==> config.mk <==
export PLATFORM = sky130hd
export DESIGN_NAME = serial_port_nine_bit
export DESIGN_NICKNAME = d
export VERILOG_FILES = /design/src/shared/uart9_pkg.sv /design/src/shared/word_stream_if.sv /design/src/logic/word_fifo.sv /design/src/logic/serial_port_nine_bit.sv
export SDC_FILE = /design/constraint.sdc
export NUM_CORES = 1
export LEC_CHECK = 0
export BUFFER_PORTS_ARGS = -buffer_cell sky130_fd_sc_hd__buf_2
export CAP_MARGIN = 20
export CORE_MARGIN = 2
export CORE_UTILIZATION = 60
export CTS_CLUSTER_SIZE = 20
export DETAILED_ROUTE_END_ITERATION = 8
export PLACE_DENSITY = 0.79
export RECOVER_POWER = 50
export SLEW_MARGIN = 20
export SYNTH_ARGS = -nofsm -noshare
export SYNTH_HDL_FRONTEND = slang
export SYNTH_SLANG_ARGS = --single-unit
==> constraint.sdc <==
create_clock -name clk_sys -period 2.5 [get_ports clk_sys]
set_input_delay 0.375 -clock clk_sys [delete_from_list [all_inputs] [get_ports clk_sys]]
set_output_delay 0.375 -clock clk_sys [all_outputs]
set_load 0.005 [all_outputs]
==> src/shared/uart9_pkg.sv <==
// Constants shared by the nine-bit serial port and its buffer.
// Assumes a single system clock that stands in for the oscillator clock.
package uart9_pkg;
  localparam int unsigned CLK_HZ = 100_000_000;
  localparam int unsigned STATES_PER_CYCLE = 4;
  localparam logic [1:0] STATE_ONE = 2'h0;
  localparam logic [5:0] TICK_DIV_NORMAL = 6'h04;
  localparam logic [5:0] TICK_DIV_DOUBLE = 6'h02;
  localparam logic [3:0] SLICE_LAST = 4'hF;
  localparam logic [3:0] SAMPLE_A = 4'h7;
  localparam logic [3:0] SAMPLE_B = 4'h8;
  localparam logic [3:0] SAMPLE_C = 4'h9;
  localparam logic [3:0] TX_BITS = 4'hB;
  localparam logic [3:0] RX_BITS = 4'hA;
  localparam int unsigned FIFO_DEPTH = 4;
  localparam int unsigned WORD_W = 9;
  typedef enum logic [2:0]
  {
    RX_IDLE = 3'h1,
    RX_SHIFT = 3'h2,
    RX_LOAD = 3'h4
  } rx_state_t;
endpackage

==> src/shared/word_stream_if.sv <==
// Valid/ready word stream between the transmit buffer and the serial port.
// Assumes producer and consumer share clk_sys.
`timescale 1ns/1ps
interface word_stream_if #(parameter int W = 9);
  logic valid;
  logic ready;
  logic [W-1:0] data;
  modport src (output valid, output data, input ready);
  modport dst (input valid, input data, output ready);
endinterface

==> src/logic/word_fifo.sv <==
// Small synchronous FIFO with valid and ready on both sides.
// Assumes an active-low reset whose release is already synchronised to clk_sys.
`timescale 1ns/1ps
module word_fifo #(
  parameter int W = 9,
  parameter int DEPTH = 4
) (
  // Clock and reset
  input wire logic clk_sys,
  input wire logic rst_n,
  // Fill side
  input wire logic in_valid,
  output logic in_ready,
  input wire logic [W-1:0] in_data,
  // Drain side
  word_stream_if.src out
);
  localparam int AW = $clog2(DEPTH);
  logic [W-1:0] mem_reg [DEPTH];
  logic [AW-1:0] wr_reg;
  logic [AW-1:0] rd_reg;
  logic [AW:0] count_reg;
  logic push;
  logic pop;
  assign in_ready = (count_reg != (AW+1)'(DEPTH));
  assign out.valid = (count_reg != '0);
  assign out.data = mem_reg[rd_reg];
  assign push = in_valid && in_ready;
  assign pop = out.valid && out.ready;
  always_ff @(posedge clk_sys)
  begin
    if (push)
      mem_reg[wr_reg] <= in_data;
  end
  always_ff @(posedge clk_sys or negedge rst_n)
  begin
    if (!rst_n)
    begin
      wr_reg <= '0;
      rd_reg <= '0;
      count_reg <= '0;
    end
    else
    begin
      if (push)
        wr_reg <= (wr_reg == AW'(DEPTH-1)) ? '0 : wr_reg + 1'b1;
      if (pop)
        rd_reg <= (rd_reg == AW'(DEPTH-1)) ? '0 : rd_reg + 1'b1;
      count_reg <= count_reg + (AW+1)'(push) - (AW+1)'(pop);
    end
  end
endmodule // word_fifo

==> src/logic/serial_port_nine_bit.sv <==
// Nine-bit asynchronous full-duplex serial port with a four-word transmit buffer.
// Assumes rxd is asynchronous; software pulses write strobes and flag clears on clk_sys.
// What this block does
// [RULE1] Each frame spans exactly eleven bit times, full duplex.
// [RULE2] Frame starts with a low start bit, then eight data bits LSB first.
// [RULE3] Transmitted ninth bit comes from the tx_ninth_bit control.
// [RULE4] Received ninth bit lands in the rx_ninth_bit status.
// [RULE5] Bit rate is oscillator/32 or /64, chosen by baud_double_select.
// [RULE6] Only a serial_buffer write starts a transmission.
// [RULE7] Each transmit bit changes in state one after a divide-by-16 rollover.
// [RULE8] After the nine data bits, the stop bit is sent.
// [RULE9] tx_done_flag sets at state one of the eleventh rollover after the write.
// [RULE10] Receiver accepts frames only while receive enable is high.
// [RULE11] Reception starts on a falling edge, watched at sixteen times bit rate; the code looks for the edge on every clk_sys cycle.
// [RULE12] A falling edge resets the receive divide-by-16 counter immediately.
// [RULE13] Bit value is the majority of samples at counter states seven, eight, nine.
// [RULE14] A start bit resolving high aborts and rearms edge detection.
// [RULE15] After nine data bits and one more bit time, with no shift, buffer, ninth bit and flag load.
// [RULE16] Stop bit is high and the line idles high.
// [RULE17] Done flags stay set until cleared; interrupt request while either is set.
`timescale 1ns/1ps
module serial_port_nine_bit
  import uart9_pkg::*;
(
  // Clock and reset
  input wire logic clk_sys,
  input wire logic arst_n,
  // Software side
  input wire logic [7:0] serial_buffer_wdata,
  input wire logic serial_buffer_write,
  output logic serial_buffer_ready,
  input wire logic tx_ninth_bit,
  input wire logic baud_double_select,
  input wire logic rx_enable,
  output logic [7:0] serial_buffer_rdata,
  output logic rx_ninth_bit,
  output logic tx_done_flag,
  output logic rx_done_flag,
  input wire logic tx_done_clear,
  input wire logic rx_done_clear,
  output logic serial_irq,
  // Serial lines
  output logic txd,
  input wire logic rxd
);
  logic rst_meta_reg;
  logic rst_n;
  logic rxd_meta_reg;
  logic rxd_reg;
  logic rxd_prev_reg;
  logic [1:0] state_reg;
  logic [5:0] tick_cnt_reg;
  logic tick;
  logic state_one;
  logic [3:0] tx_div_reg;
  logic tx_roll;
  logic tx_busy_reg;
  logic [3:0] tx_cnt_reg;
  logic [10:0] tx_shift_reg;
  logic [3:0] rx_div_reg;
  logic [3:0] rx_cnt_reg;
  logic [8:0] rx_shift_reg;
  logic [2:0] vote_reg;
  logic rx_bit;
  logic fall;
  rx_state_t rx_state_reg;
  word_stream_if #(.W(WORD_W)) txq ();

  // Reset release through two flip-flops.
  always_ff @(posedge clk_sys or negedge arst_n)
  begin
    if (!arst_n)
    begin
      rst_meta_reg <= 1'b0;
      rst_n <= 1'b0;
    end
    else
    begin
      rst_meta_reg <= 1'b1;
      rst_n <= rst_meta_reg;
    end
  end

  // Receive pin synchroniser; only rxd_reg and rxd_prev_reg are looked at by logic.
  always_ff @(posedge clk_sys or negedge rst_n)
  begin
    if (!rst_n)
    begin
      rxd_meta_reg <= 1'b1;
      rxd_reg <= 1'b1;
      rxd_prev_reg <= 1'b1;
    end
    else
    begin
      rxd_meta_reg <= rxd;
      rxd_reg <= rxd_meta_reg;
      rxd_prev_reg <= rxd_reg;
    end
  end

  // One machine state per oscillator period, four per cycle; a tick is one slice of a bit.
  // Oscillator rate is clk_sys, so a bit is 32 or 64 clocks.
  always_ff @(posedge clk_sys or negedge rst_n)
  begin
    if (!rst_n)
      state_reg <= STATE_ONE;
    else
      state_reg <= state_reg + 2'h1;
  end
  assign state_one = (state_reg == STATE_ONE);

  always_ff @(posedge clk_sys or negedge rst_n)
  begin
    if (!rst_n)
      tick_cnt_reg <= '0;
    else if (tick)
      tick_cnt_reg <= '0;
    else
      tick_cnt_reg <= tick_cnt_reg + 6'h01;
  end
  // Compared with at-or-above so that a rate change never strands the count past its end.
  assign tick = (tick_cnt_reg >= ((baud_double_select ? TICK_DIV_DOUBLE
                                                      : TICK_DIV_NORMAL) - 6'h01)); // [RULE5]

  // Buffer between software writes and the shifter; only writes feed it.
  word_fifo #(.W(WORD_W), .DEPTH(FIFO_DEPTH)) tx_fifo (
    .clk_sys(clk_sys),
    .rst_n(rst_n),
    .in_valid(serial_buffer_write), // [RULE6]
    .in_ready(serial_buffer_ready),
    .in_data({tx_ninth_bit, serial_buffer_wdata}), // [RULE3]
    .out(txq.src)
  );

  // Transmit divide-by-16 runs freely, so frames align to its rollover, not the write.
  always_ff @(posedge clk_sys or negedge rst_n)
  begin
    if (!rst_n)
      tx_div_reg <= '0;
    else if (tick)
      tx_div_reg <= tx_div_reg + 4'h1;
  end
  assign tx_roll = tick && (tx_div_reg == SLICE_LAST);
  assign txq.ready = !tx_busy_reg;

  // Rollover seen on its tick; the bit is placed at the next state one.
  // Only rollovers while a frame is loaded count, so none from before the write leaks in.
  logic tx_roll_pend_reg;
  always_ff @(posedge clk_sys or negedge rst_n)
  begin
    if (!rst_n)
      tx_roll_pend_reg <= 1'b0;
    else if (tx_roll && tx_busy_reg)
      tx_roll_pend_reg <= 1'b1;
    else if (state_one || !tx_busy_reg)
      tx_roll_pend_reg <= 1'b0;
  end

  always_ff @(posedge clk_sys or negedge rst_n)
  begin
    if (!rst_n)
    begin
      tx_busy_reg <= 1'b0;
      tx_cnt_reg <= '0;
      tx_shift_reg <= '1;
    end
    else if (!tx_busy_reg && txq.valid)
    begin
      tx_busy_reg <= 1'b1;
      tx_cnt_reg <= '0;
      tx_shift_reg <= {1'b1, txq.data, 1'b0}; // [RULE2] [RULE8] [RULE16]
    end
    else if (tx_busy_reg && tx_roll_pend_reg && state_one)
    begin
      if (tx_cnt_reg == TX_BITS) // [RULE1]
      begin
        tx_busy_reg <= 1'b0;
        tx_cnt_reg <= '0;
      end
      else
      begin
        tx_cnt_reg <= tx_cnt_reg + 4'h1;
        // The first placement only uncovers the start bit already in bit zero.
        if (tx_cnt_reg != '0)
          tx_shift_reg <= {1'b1, tx_shift_reg[10:1]}; // [RULE7]
      end
    end
  end

  // Line idles high and shows the current frame bit after it has been placed.
  always_ff @(posedge clk_sys or negedge rst_n)
  begin
    if (!rst_n)
      txd <= 1'b1;
    else if (!tx_busy_reg || tx_cnt_reg == '0)
      txd <= 1'b1; // [RULE16]
    else
      txd <= tx_shift_reg[0];
  end

  // Set wins over clear; the flag rises as the stop bit is placed, the frame ends a bit later.
  always_ff @(posedge clk_sys or negedge rst_n)
  begin
    if (!rst_n)
      tx_done_flag <= 1'b0;
    else if (tx_busy_reg && tx_roll_pend_reg && state_one && tx_cnt_reg == TX_BITS - 4'h1)
      tx_done_flag <= 1'b1; // [RULE9] [RULE17]
    else if (tx_done_clear)
      tx_done_flag <= 1'b0;
  end

  // Receiver.
  assign fall = rxd_prev_reg && !rxd_reg; // [RULE11]
  assign rx_bit = (vote_reg[0] & vote_reg[1]) | (vote_reg[0] & vote_reg[2])
                | (vote_reg[1] & vote_reg[2]); // [RULE13]

  always_ff @(posedge clk_sys or negedge rst_n)
  begin
    if (!rst_n)
      rx_div_reg <= '0;
    else if (rx_state_reg == RX_IDLE && fall)
      rx_div_reg <= '0; // [RULE12]
    else if (tick)
      rx_div_reg <= rx_div_reg + 4'h1;
  end

  always_ff @(posedge clk_sys or negedge rst_n)
  begin
    if (!rst_n)
      vote_reg <= '0;
    else if (tick && (rx_div_reg == SAMPLE_A || rx_div_reg == SAMPLE_B
                      || rx_div_reg == SAMPLE_C))
      vote_reg <= {vote_reg[1:0], rxd_reg}; // [RULE13]
  end

  logic rx_resolve;
  assign rx_resolve = tick && (rx_div_reg == SLICE_LAST);

  always_ff @(posedge clk_sys or negedge rst_n)
  begin
    if (!rst_n)
    begin
      rx_state_reg <= RX_IDLE;
      rx_cnt_reg <= '0;
      rx_shift_reg <= '0;
    end
    else
    begin
      unique case (rx_state_reg)
        RX_IDLE:
        begin
          rx_cnt_reg <= '0;
          if (rx_enable && fall) // [RULE10] [RULE11]
            rx_state_reg <= RX_SHIFT;
        end
        RX_SHIFT:
        begin
          if (rx_resolve)
          begin
            if (rx_cnt_reg == '0 && rx_bit)
              rx_state_reg <= RX_IDLE; // [RULE14]
            else
            begin
              rx_cnt_reg <= rx_cnt_reg + 4'h1;
              if (rx_cnt_reg != '0 && rx_cnt_reg != RX_BITS)
                rx_shift_reg <= {rx_bit, rx_shift_reg[8:1]}; // [RULE2]
              if (rx_cnt_reg == RX_BITS)
                rx_state_reg <= RX_LOAD; // [RULE15]
            end
          end
        end
        RX_LOAD:
          rx_state_reg <= RX_IDLE;
        default:
          rx_state_reg <= RX_IDLE;
      endcase
    end
  end

  // Loading is not gated on the stop bit reading high; other load conditions are left open.
  always_ff @(posedge clk_sys or negedge rst_n)
  begin
    if (!rst_n)
    begin
      serial_buffer_rdata <= '0;
      rx_ninth_bit <= 1'b0;
    end
    else if (rx_state_reg == RX_LOAD)
    begin
      serial_buffer_rdata <= rx_shift_reg[7:0]; // [RULE15]
      rx_ninth_bit <= rx_shift_reg[8]; // [RULE4]
    end
  end

  always_ff @(posedge clk_sys or negedge rst_n)
  begin
    if (!rst_n)
      rx_done_flag <= 1'b0;
    else if (rx_state_reg == RX_LOAD)
      rx_done_flag <= 1'b1; // [RULE15] [RULE17]
    else if (rx_done_clear)
      rx_done_flag <= 1'b0;
  end

  assign serial_irq = tx_done_flag || rx_done_flag; // [RULE17]

  // Checks.
  logic [7:0] tx_roll_seen_reg;
  always_ff @(posedge clk_sys or negedge rst_n)
  begin
    if (!rst_n)
      tx_roll_seen_reg <= '0;
    else if (!tx_busy_reg)
      tx_roll_seen_reg <= '0;
    else if (tx_roll)
      tx_roll_seen_reg <= tx_roll_seen_reg + 8'h01;
  end

  tx_idle_high_a: assert property (@(posedge clk_sys) disable iff (!rst_n) // [RULE16]
    !tx_busy_reg |=> txd)
    else $error("Transmit line not high while idle.");
  tx_start_low_a: assert property (@(posedge clk_sys) disable iff (!rst_n) // [RULE2]
    (tx_busy_reg && tx_cnt_reg == 4'h1) |=> !txd)
    else $error("Start bit not low.");
  tx_bit_state_one_a: assert property (@(posedge clk_sys) disable iff (!rst_n) // [RULE7]
    $changed(tx_cnt_reg) && tx_busy_reg |-> $past(state_reg) == STATE_ONE)
    else $error("Transmit bit moved outside state one.");
  tx_done_eleven_a: assert property (@(posedge clk_sys) disable iff (!rst_n) // [RULE9]
    $rose(tx_done_flag) |-> $past(tx_roll_seen_reg) == 8'h0B)
    else $error("Transmit done not at eleventh rollover.");
  tx_write_only_a: assert property (@(posedge clk_sys) disable iff (!rst_n) // [RULE6]
    $rose(tx_busy_reg) |-> $past(txq.valid))
    else $error("Transmission started without a buffered write.");
  rx_enable_gate_a: assert property (@(posedge clk_sys) disable iff (!rst_n) // [RULE10]
    (rx_state_reg == RX_IDLE && !rx_enable) |=> rx_state_reg == RX_IDLE)
    else $error("Receiver started while disabled.");
  rx_div_reset_a: assert property (@(posedge clk_sys) disable iff (!rst_n) // [RULE12]
    (rx_state_reg == RX_IDLE && rx_enable && fall) |=> rx_div_reg == 4'h0)
    else $error("Receive counter not reset on edge.");
  rx_abort_a: assert property (@(posedge clk_sys) disable iff (!rst_n) // [RULE14]
    (rx_resolve && rx_state_reg == RX_SHIFT && rx_cnt_reg == 4'h0 && rx_bit)
    |=> rx_state_reg == RX_IDLE && !rx_done_flag[*1])
    else $error("Bad start bit not aborted.");
  rx_load_flag_a: assert property (@(posedge clk_sys) disable iff (!rst_n) // [RULE15]
    rx_state_reg == RX_LOAD |=> rx_done_flag && rx_ninth_bit == $past(rx_shift_reg[8]))
    else $error("Receive load did not set flag or ninth bit.");
  irq_level_a: assert property (@(posedge clk_sys) disable iff (!rst_n) // [RULE17]
    tx_done_flag && !tx_done_clear |=> tx_done_flag && serial_irq)
    else $error("Transmit flag or interrupt dropped without clear.");

  tx_frame_c: cover property (@(posedge clk_sys) disable iff (!rst_n) $rose(tx_done_flag));
  rx_frame_c: cover property (@(posedge clk_sys) disable iff (!rst_n) $rose(rx_done_flag));
  rx_abort_c: cover property (@(posedge clk_sys) disable iff (!rst_n)
    rx_state_reg == RX_SHIFT ##1 rx_state_reg == RX_IDLE && !rx_done_flag);
  fifo_full_c: cover property (@(posedge clk_sys) disable iff (!rst_n) !serial_buffer_ready);
endmodule // serial_port_nine_bit

### Word level (Yosys, flattened, before mapping)

Memory sizes are Yosys's and may differ from the RTL's.
Index checks and enable logic that the tools add are counted.

* flip-flop bits (word level): 76
* bits in latches: 0
* bits in writable memories: 36
* ROM bits: 0
* word-level logic and storage cells: 137
* memories: 1

Memory list
* tx_fifo.mem_reg: words 4, width 9, rd ports 1, clocked after memory_dff 0, wr ports 1, RTL line word_fifo.sv:19 `logic [W-1:0] mem_reg [DEPTH];`

* add/subtract/negate cells: 11
* multipliers: 0
* div/mod/pow operators: 0
* magnitude comparators: 1
* equal/unequal tests: 20
* shift-type cells: 0
* multiplexer cells: 33
* bitwise gates (word level): 6
* reductions and logical operators: 40

Operator list (count)
* two-way mux 11 bit: 4
* == test 4 bit, second input constant: 7
* two-way mux 4 bit: 7
* adder 4 x 1 -> 4 bit, second input constant: 4
* nonzero test 2 bit: 8
* two-way mux 3 bit: 5
* logical AND 1 bit: 14
* two-way mux 1 bit: 12
* AND reduction 3 bit: 3
* zero test 4 bit: 2
* one-hot mux 4 bit (2 select lines): 1
* nonzero test 4 bit: 2
* adder 2 x 1 -> 2 bit, second input constant: 3
* adder 6 x 1 -> 6 bit, second input constant: 1
* >= comparator 6 bit: 1
* two-way mux 6 bit: 1
* inequality test 3 bit, second input constant: 2
* one-hot mux 3 bit (2 select lines): 1
* logical OR 1 bit: 5
* == test 2 bit, second input constant: 2
* == test 4 x 3 -> 1 bit, second input constant: 1
* two-way mux 2 bit: 2
* inequality test 2 x 1 -> 1 bit, second input constant: 2
* inequality test 2 bit, second input constant: 2
* other kinds (15): 19

### Logic depth before layout (Yosys ltp)

* depth after elaboration: 7
* gate-level depth with buffers: 10
* depth with buffers taken out: 8

### Cells and area by module

Synthesis repeated with hierarchy kept, for this count alone.

* cell total of the unflattened synthesis: 339
* area, all modules: 4723.3 um^2

By module, submodules not included
* serial_port_nine_bit: instances 1, cells each 254, area each 2982.9 um^2
* word_fifo: instances 1, cells each 85, area each 1740.4 um^2

### Least setup slack after synthesis

No wires, ideal clock.

* path kind: flip-flop to flip-flop
* from: register tx_fifo.count_reg[1]
* to: register tx_fifo.count_reg[2]
* setup time: 0.123 ns
* arrival: 2.108 ns
* required time: 2.377 ns
* slack: 0.270 ns
* stages on the path, launching flop included: 11
* buffers on the path: 2
* period minus slack after synthesis: 2.230 ns
* cell sequence: dfrtp_1 nor3_1 or2_2 buf_2 clkinv_1 buf_2 ha_1 inv_1 ha_1 fa_1 xnor2_1

RTL lines
* from (decl): RTL line word_fifo.sv:22 `logic [AW:0] count_reg;`
* from (signal assigned): RTL line word_fifo.sv:49 `count_reg <= count_reg + (AW+1)'(push) - (AW+1)'(pop);`
* nonzero test 3 bit: RTL line word_fifo.sv:26 `assign out.valid = (count_reg != '0);`
* logical AND 1 bit: RTL line word_fifo.sv:29 `assign pop = out.valid && out.ready;`
* via tx_fifo.pop: RTL line word_fifo.sv:24 `logic pop;`
* subtractor 3 x 1 -> 3 bit: RTL line word_fifo.sv:49

The timed path passes the listed nets, and every way through them passes these cells.
A chain may end at the register's enable or synchronous reset.

### Worst setup path after layout

* from: register tx_fifo.count_reg[1]
* to: register tx_fifo.count_reg[2]

* word-level cells in the longest chain between the ends: 4

RTL lines
* inequality test 3 bit: RTL line word_fifo.sv:25 `assign in_ready = (count_reg != (AW+1)'(DEPTH));`
* logical AND 1 bit: RTL line word_fifo.sv:28 `assign push = in_valid && in_ready;`
* adder 3 x 1 -> 3 bit: RTL line word_fifo.sv:49
* subtractor 3 x 1 -> 3 bit (*): RTL line word_fifo.sv:49

Every way passes the cells marked *; elsewhere a longest branch is shown, timed or not.

==> flow_metrics.env <==
export IMPL_status="finished with violations"
export IMPL_failed_checks="capacitance limit, slew limit"
export IMPL_drive_gt1_share_pct=25.53
export IMPL_setup_viol_count_final=0
export IMPL_ys_types=51
export IMPL_cts_tree="done"
export IMPL_yosys_area_top_type="dfrtp_1"
export IMPL_numClockSinks=111
export IMPL_dp_hpwl_um=5145
export IMPL_drc_errors=0
export IMPL_pin_count=31
export IMPL_finalCritPeriodShare_pct=81.30
export IMPL_synth_edf_count=36
export IMPL_vias=2667
export IMPL_cts_path_max_buffers=2
export IMPL_routed_wl_um=7301
export IMPL_design_area_mm2=0.005204
export IMPL_regArea_mm2=0.002978
export IMPL_largest_reg_flops=36
export IMPL_post_cts_setup_buffers=0
export IMPL_grt_pass1_vias=2643
export IMPL_synth_ff_type="dfrtp_1"
export IMPL_placed_area_mm2=0.005017
export IMPL_numCtsBuffers=9
export IMPL_wl_per_cell_um=15.15
export IMPL_drtAntennaViolNets=0
export IMPL_post_synth_top_count_cell="dfrtp_1"
export IMPL_area_growth_pct=10.49
export IMPL_n_fill_cell=548
export IMPL_critPathTopFamily="adder cells"
export IMPL_clk_pin_slew_ns=0.11
export IMPL_crit_path_top_delay_cell="dfrtp_1"
export IMPL_htreeDepth=3
export IMPL_power_density_mw_per_mm2=870.8
export IMPL_synthTopCellsByArea="dfrtp_1 (32%), edfxtp_1 (23%), dfstp_2 (8.4%)"
export IMPL_hold_viol_final=0
export IMPL_syn_inst=331
export IMPL_port_buffer_count=30
export IMPL_grt_max_degree=38
export IMPL_fp_row_count=32
export IMPL_slew_headroom_pct=-24.62
export IMPL_async_flop_share_pct=67.57
export IMPL_hold_class="in -> reg"
export IMPL_fin_crit_ns=2.032
export IMPL_grt_overflow=0
export IMPL_power_leakage_uw=0.002298
export IMPL_grt_antenna_before_repair=0
export IMPL_rsz0062_at_grt="no"
export IMPL_cap_violations=1
export IMPL_cts_root_buf="clkbuf_8"
export IMPL_worst_path_most_repeated_cell="ha_1"
export IMPL_crit_required_ns=2.76
export IMPL_grt_pass1_wl_um=12620
export IMPL_first_pass_iters=4
export IMPL_ys_seq_area_share_pct=63.20
export IMPL_critical_path_class="reg -> reg"
export IMPL_yosys_warnings=0
export IMPL_drt_iter0_drc=114
export IMPL_worstPathCellList="nor3_1 -> or2_2 -> clkinv_1 -> ha_1 -> inv_1 -> ha_1 -> fa_1 -> xnor2_1"
export IMPL_die_y_um=92.60
export IMPL_slowest_delay_ns=0.42
export IMPL_synth_common_cells="dfrtp_1 (60), edfxtp_1 (36), mux2_2 (25)"
export IMPL_multi_input_comb_area_mm2=0.001634
export IMPL_nets=413
export IMPL_arrival_ns=2.29
export IMPL_synth_seq_cells=111
export IMPL_slew_violations=37
export IMPL_chipWidth_um=92.60
export IMPL_start_util_pct=61.58
export IMPL_vias_per_cell=5.533
export IMPL_synth_cell_area_mm2=0.004710
export IMPL_antennaDiodeCount=0
export IMPL_crit_buf_inv=2
export IMPL_endpoint_kind="register"
export IMPL_grt_usage_pct=19.16
export IMPL_die_area_mm2=0.008574
export IMPL_ir_drop_mv=0.5144
export IMPL_syn_avg_cell_area_um2=14.23
export IMPL_tightest_slew_ns=1.869
export IMPL_place_gp_congestion=0.8876
export IMPL_core_mm2=0.007647
export IMPL_max_freq_mhz=492.0
export IMPL_insertion_delay_ns=0.37
export IMPL_skew_ns=0.01346
export IMPL_crit_fanout=6
export IMPL_tns_ns=0
export IMPL_finalPower_uw=4531
export IMPL_yosysTopAreaCellShare_pct=31.88
export IMPL_crit_path_start_kind="register"
export IMPL_cts_resized=0
-- routing by layer --
| metal | track usage [%] | share of wire [%] | vias up |
|---|---|---|---|
| li1 | - | - | 1286 |
| met1 | 25.95 | 46 | 1331 |
| met2 | 30.47 | 49 | 43 |
| met3 | 6.184 | 3.6 | 7 |
| met4 | 4.726 | 1.1 | 0 |
| met5 | 0 | 0 | - |
-- timing repair --
item / CTS / global route
endpoints found under the setup margin: 0 / 0
endpoints found under the hold margin: 2 / 0
hold buffers: 1 / 0
-- worst paths after layout --
path | start | to | slack [ns] | depth (start not counted)
min reg2reg | rst_meta_reg$_DFF_PN0_ | rst_n$_DFF_PN0_ | 0.36 | 0
min in group asynchronous | arst_n | rst_meta_reg$_DFF_PN0_ | 0.31 | 2
max in group asynchronous | rst_n$_DFF_PN0_ | rx_state_reg[2]$_DFFE_PN0P_ | 0.56 | 1
max reg2reg | tx_fifo.count_reg[1]$_DFF_PN0_ | tx_fifo.count_reg[2]$_DFF_PN0_ | 0.47 | 8
max | tx_fifo.count_reg[1]$_DFF_PN0_ | tx_fifo.count_reg[2]$_DFF_PN0_ | 0.47 | 8
min | rxd | rxd_meta_reg$_DFF_PN1_ | 0.1 | 1
-- cell families after synthesis --
kind of cell / count (synthesis) / share of synthesized area [%]
flops: 111 / 63.20
simple gates: 71 / 8.077
compound gates: 53 / 7.970
mux: 36 / 10.71
buf+inv: 27 / 2.258
fa+ha+maj: 22 / 5.951
xor+xnor: 9 / 1.674
other cells: 2 / 0.1595
-- cells in the final DEF (no fill, tap or decap), types with 3 or more instances in the layout --
cell | synthesis | final
a21oi_1 | 9 | 9
mux2_2 | 25 | 25
buf_2 | 4 | 19
ha_1 | 20 | 20
o21ai_0 | 9 | 9
nor3b_1 | 3 | 3
nand2_1 | 15 | 15
inv_8 | 0 | 3
nand4_1 | 5 | 5
a22o_1 | 9 | 9
mux4_2 | 9 | 9
xor2_1 | 3 | 3
nor2_1 | 15 | 15
and2_1 | 3 | 3
clkbuf_8 | 0 | 9
edfxtp_1 | 36 | 36
clkbuf_1 | 2 | 12
xnor2_1 | 6 | 6
dfrtp_1 | 60 | 59
conb_1 | 2 | 4
dfstp_2 | 15 | 14
a21o_1 | 13 | 13
and3_1 | 7 | 7
nor3_1 | 6 | 6
nand2b_1 | 3 | 3
nand3_1 | 3 | 3
buf_4 | 0 | 5
inv_1 | 19 | 19
-- through the flow --
| step | worst slack (ns) | hold WS, ns | std cells | util (%) |
|---|---|---|---|---|
| detailed placement | 0.4728 | 0.1643 | 465 | 65.61 |
| global route | 0.1747 | 0.07174 | 482 | 68.05 |
| CTS | 0.4570 | 0.09331 | 482 | 68.31 |
| finish | 0.4676 | 0.09672 | 482 | 68.05 |
| floorplan | 0.2698 | 0.07941 | 333 | - |
| global placement | 0.5228 | 0.1624 | 465 | 65.61 |
-- cell type report --
type                            instances  share of cell area [%]
Clock buffer                            9                   2.380
Clock inverter                          7                   1.395
Inverter                               20                   1.443
Multi-Input combinational cell        195                   31.40
Sequential cell                       111                   57.23
Tap cell                              102                   2.453
Timing Repair Buffer                   38                   3.703
-- where the power goes --
group	total (uW)	switching, uW	internal [uW]
clock network	1050	654	397
logic	937	489	448
registers	2540	220	2320
(Power assumes the default switching activity.)
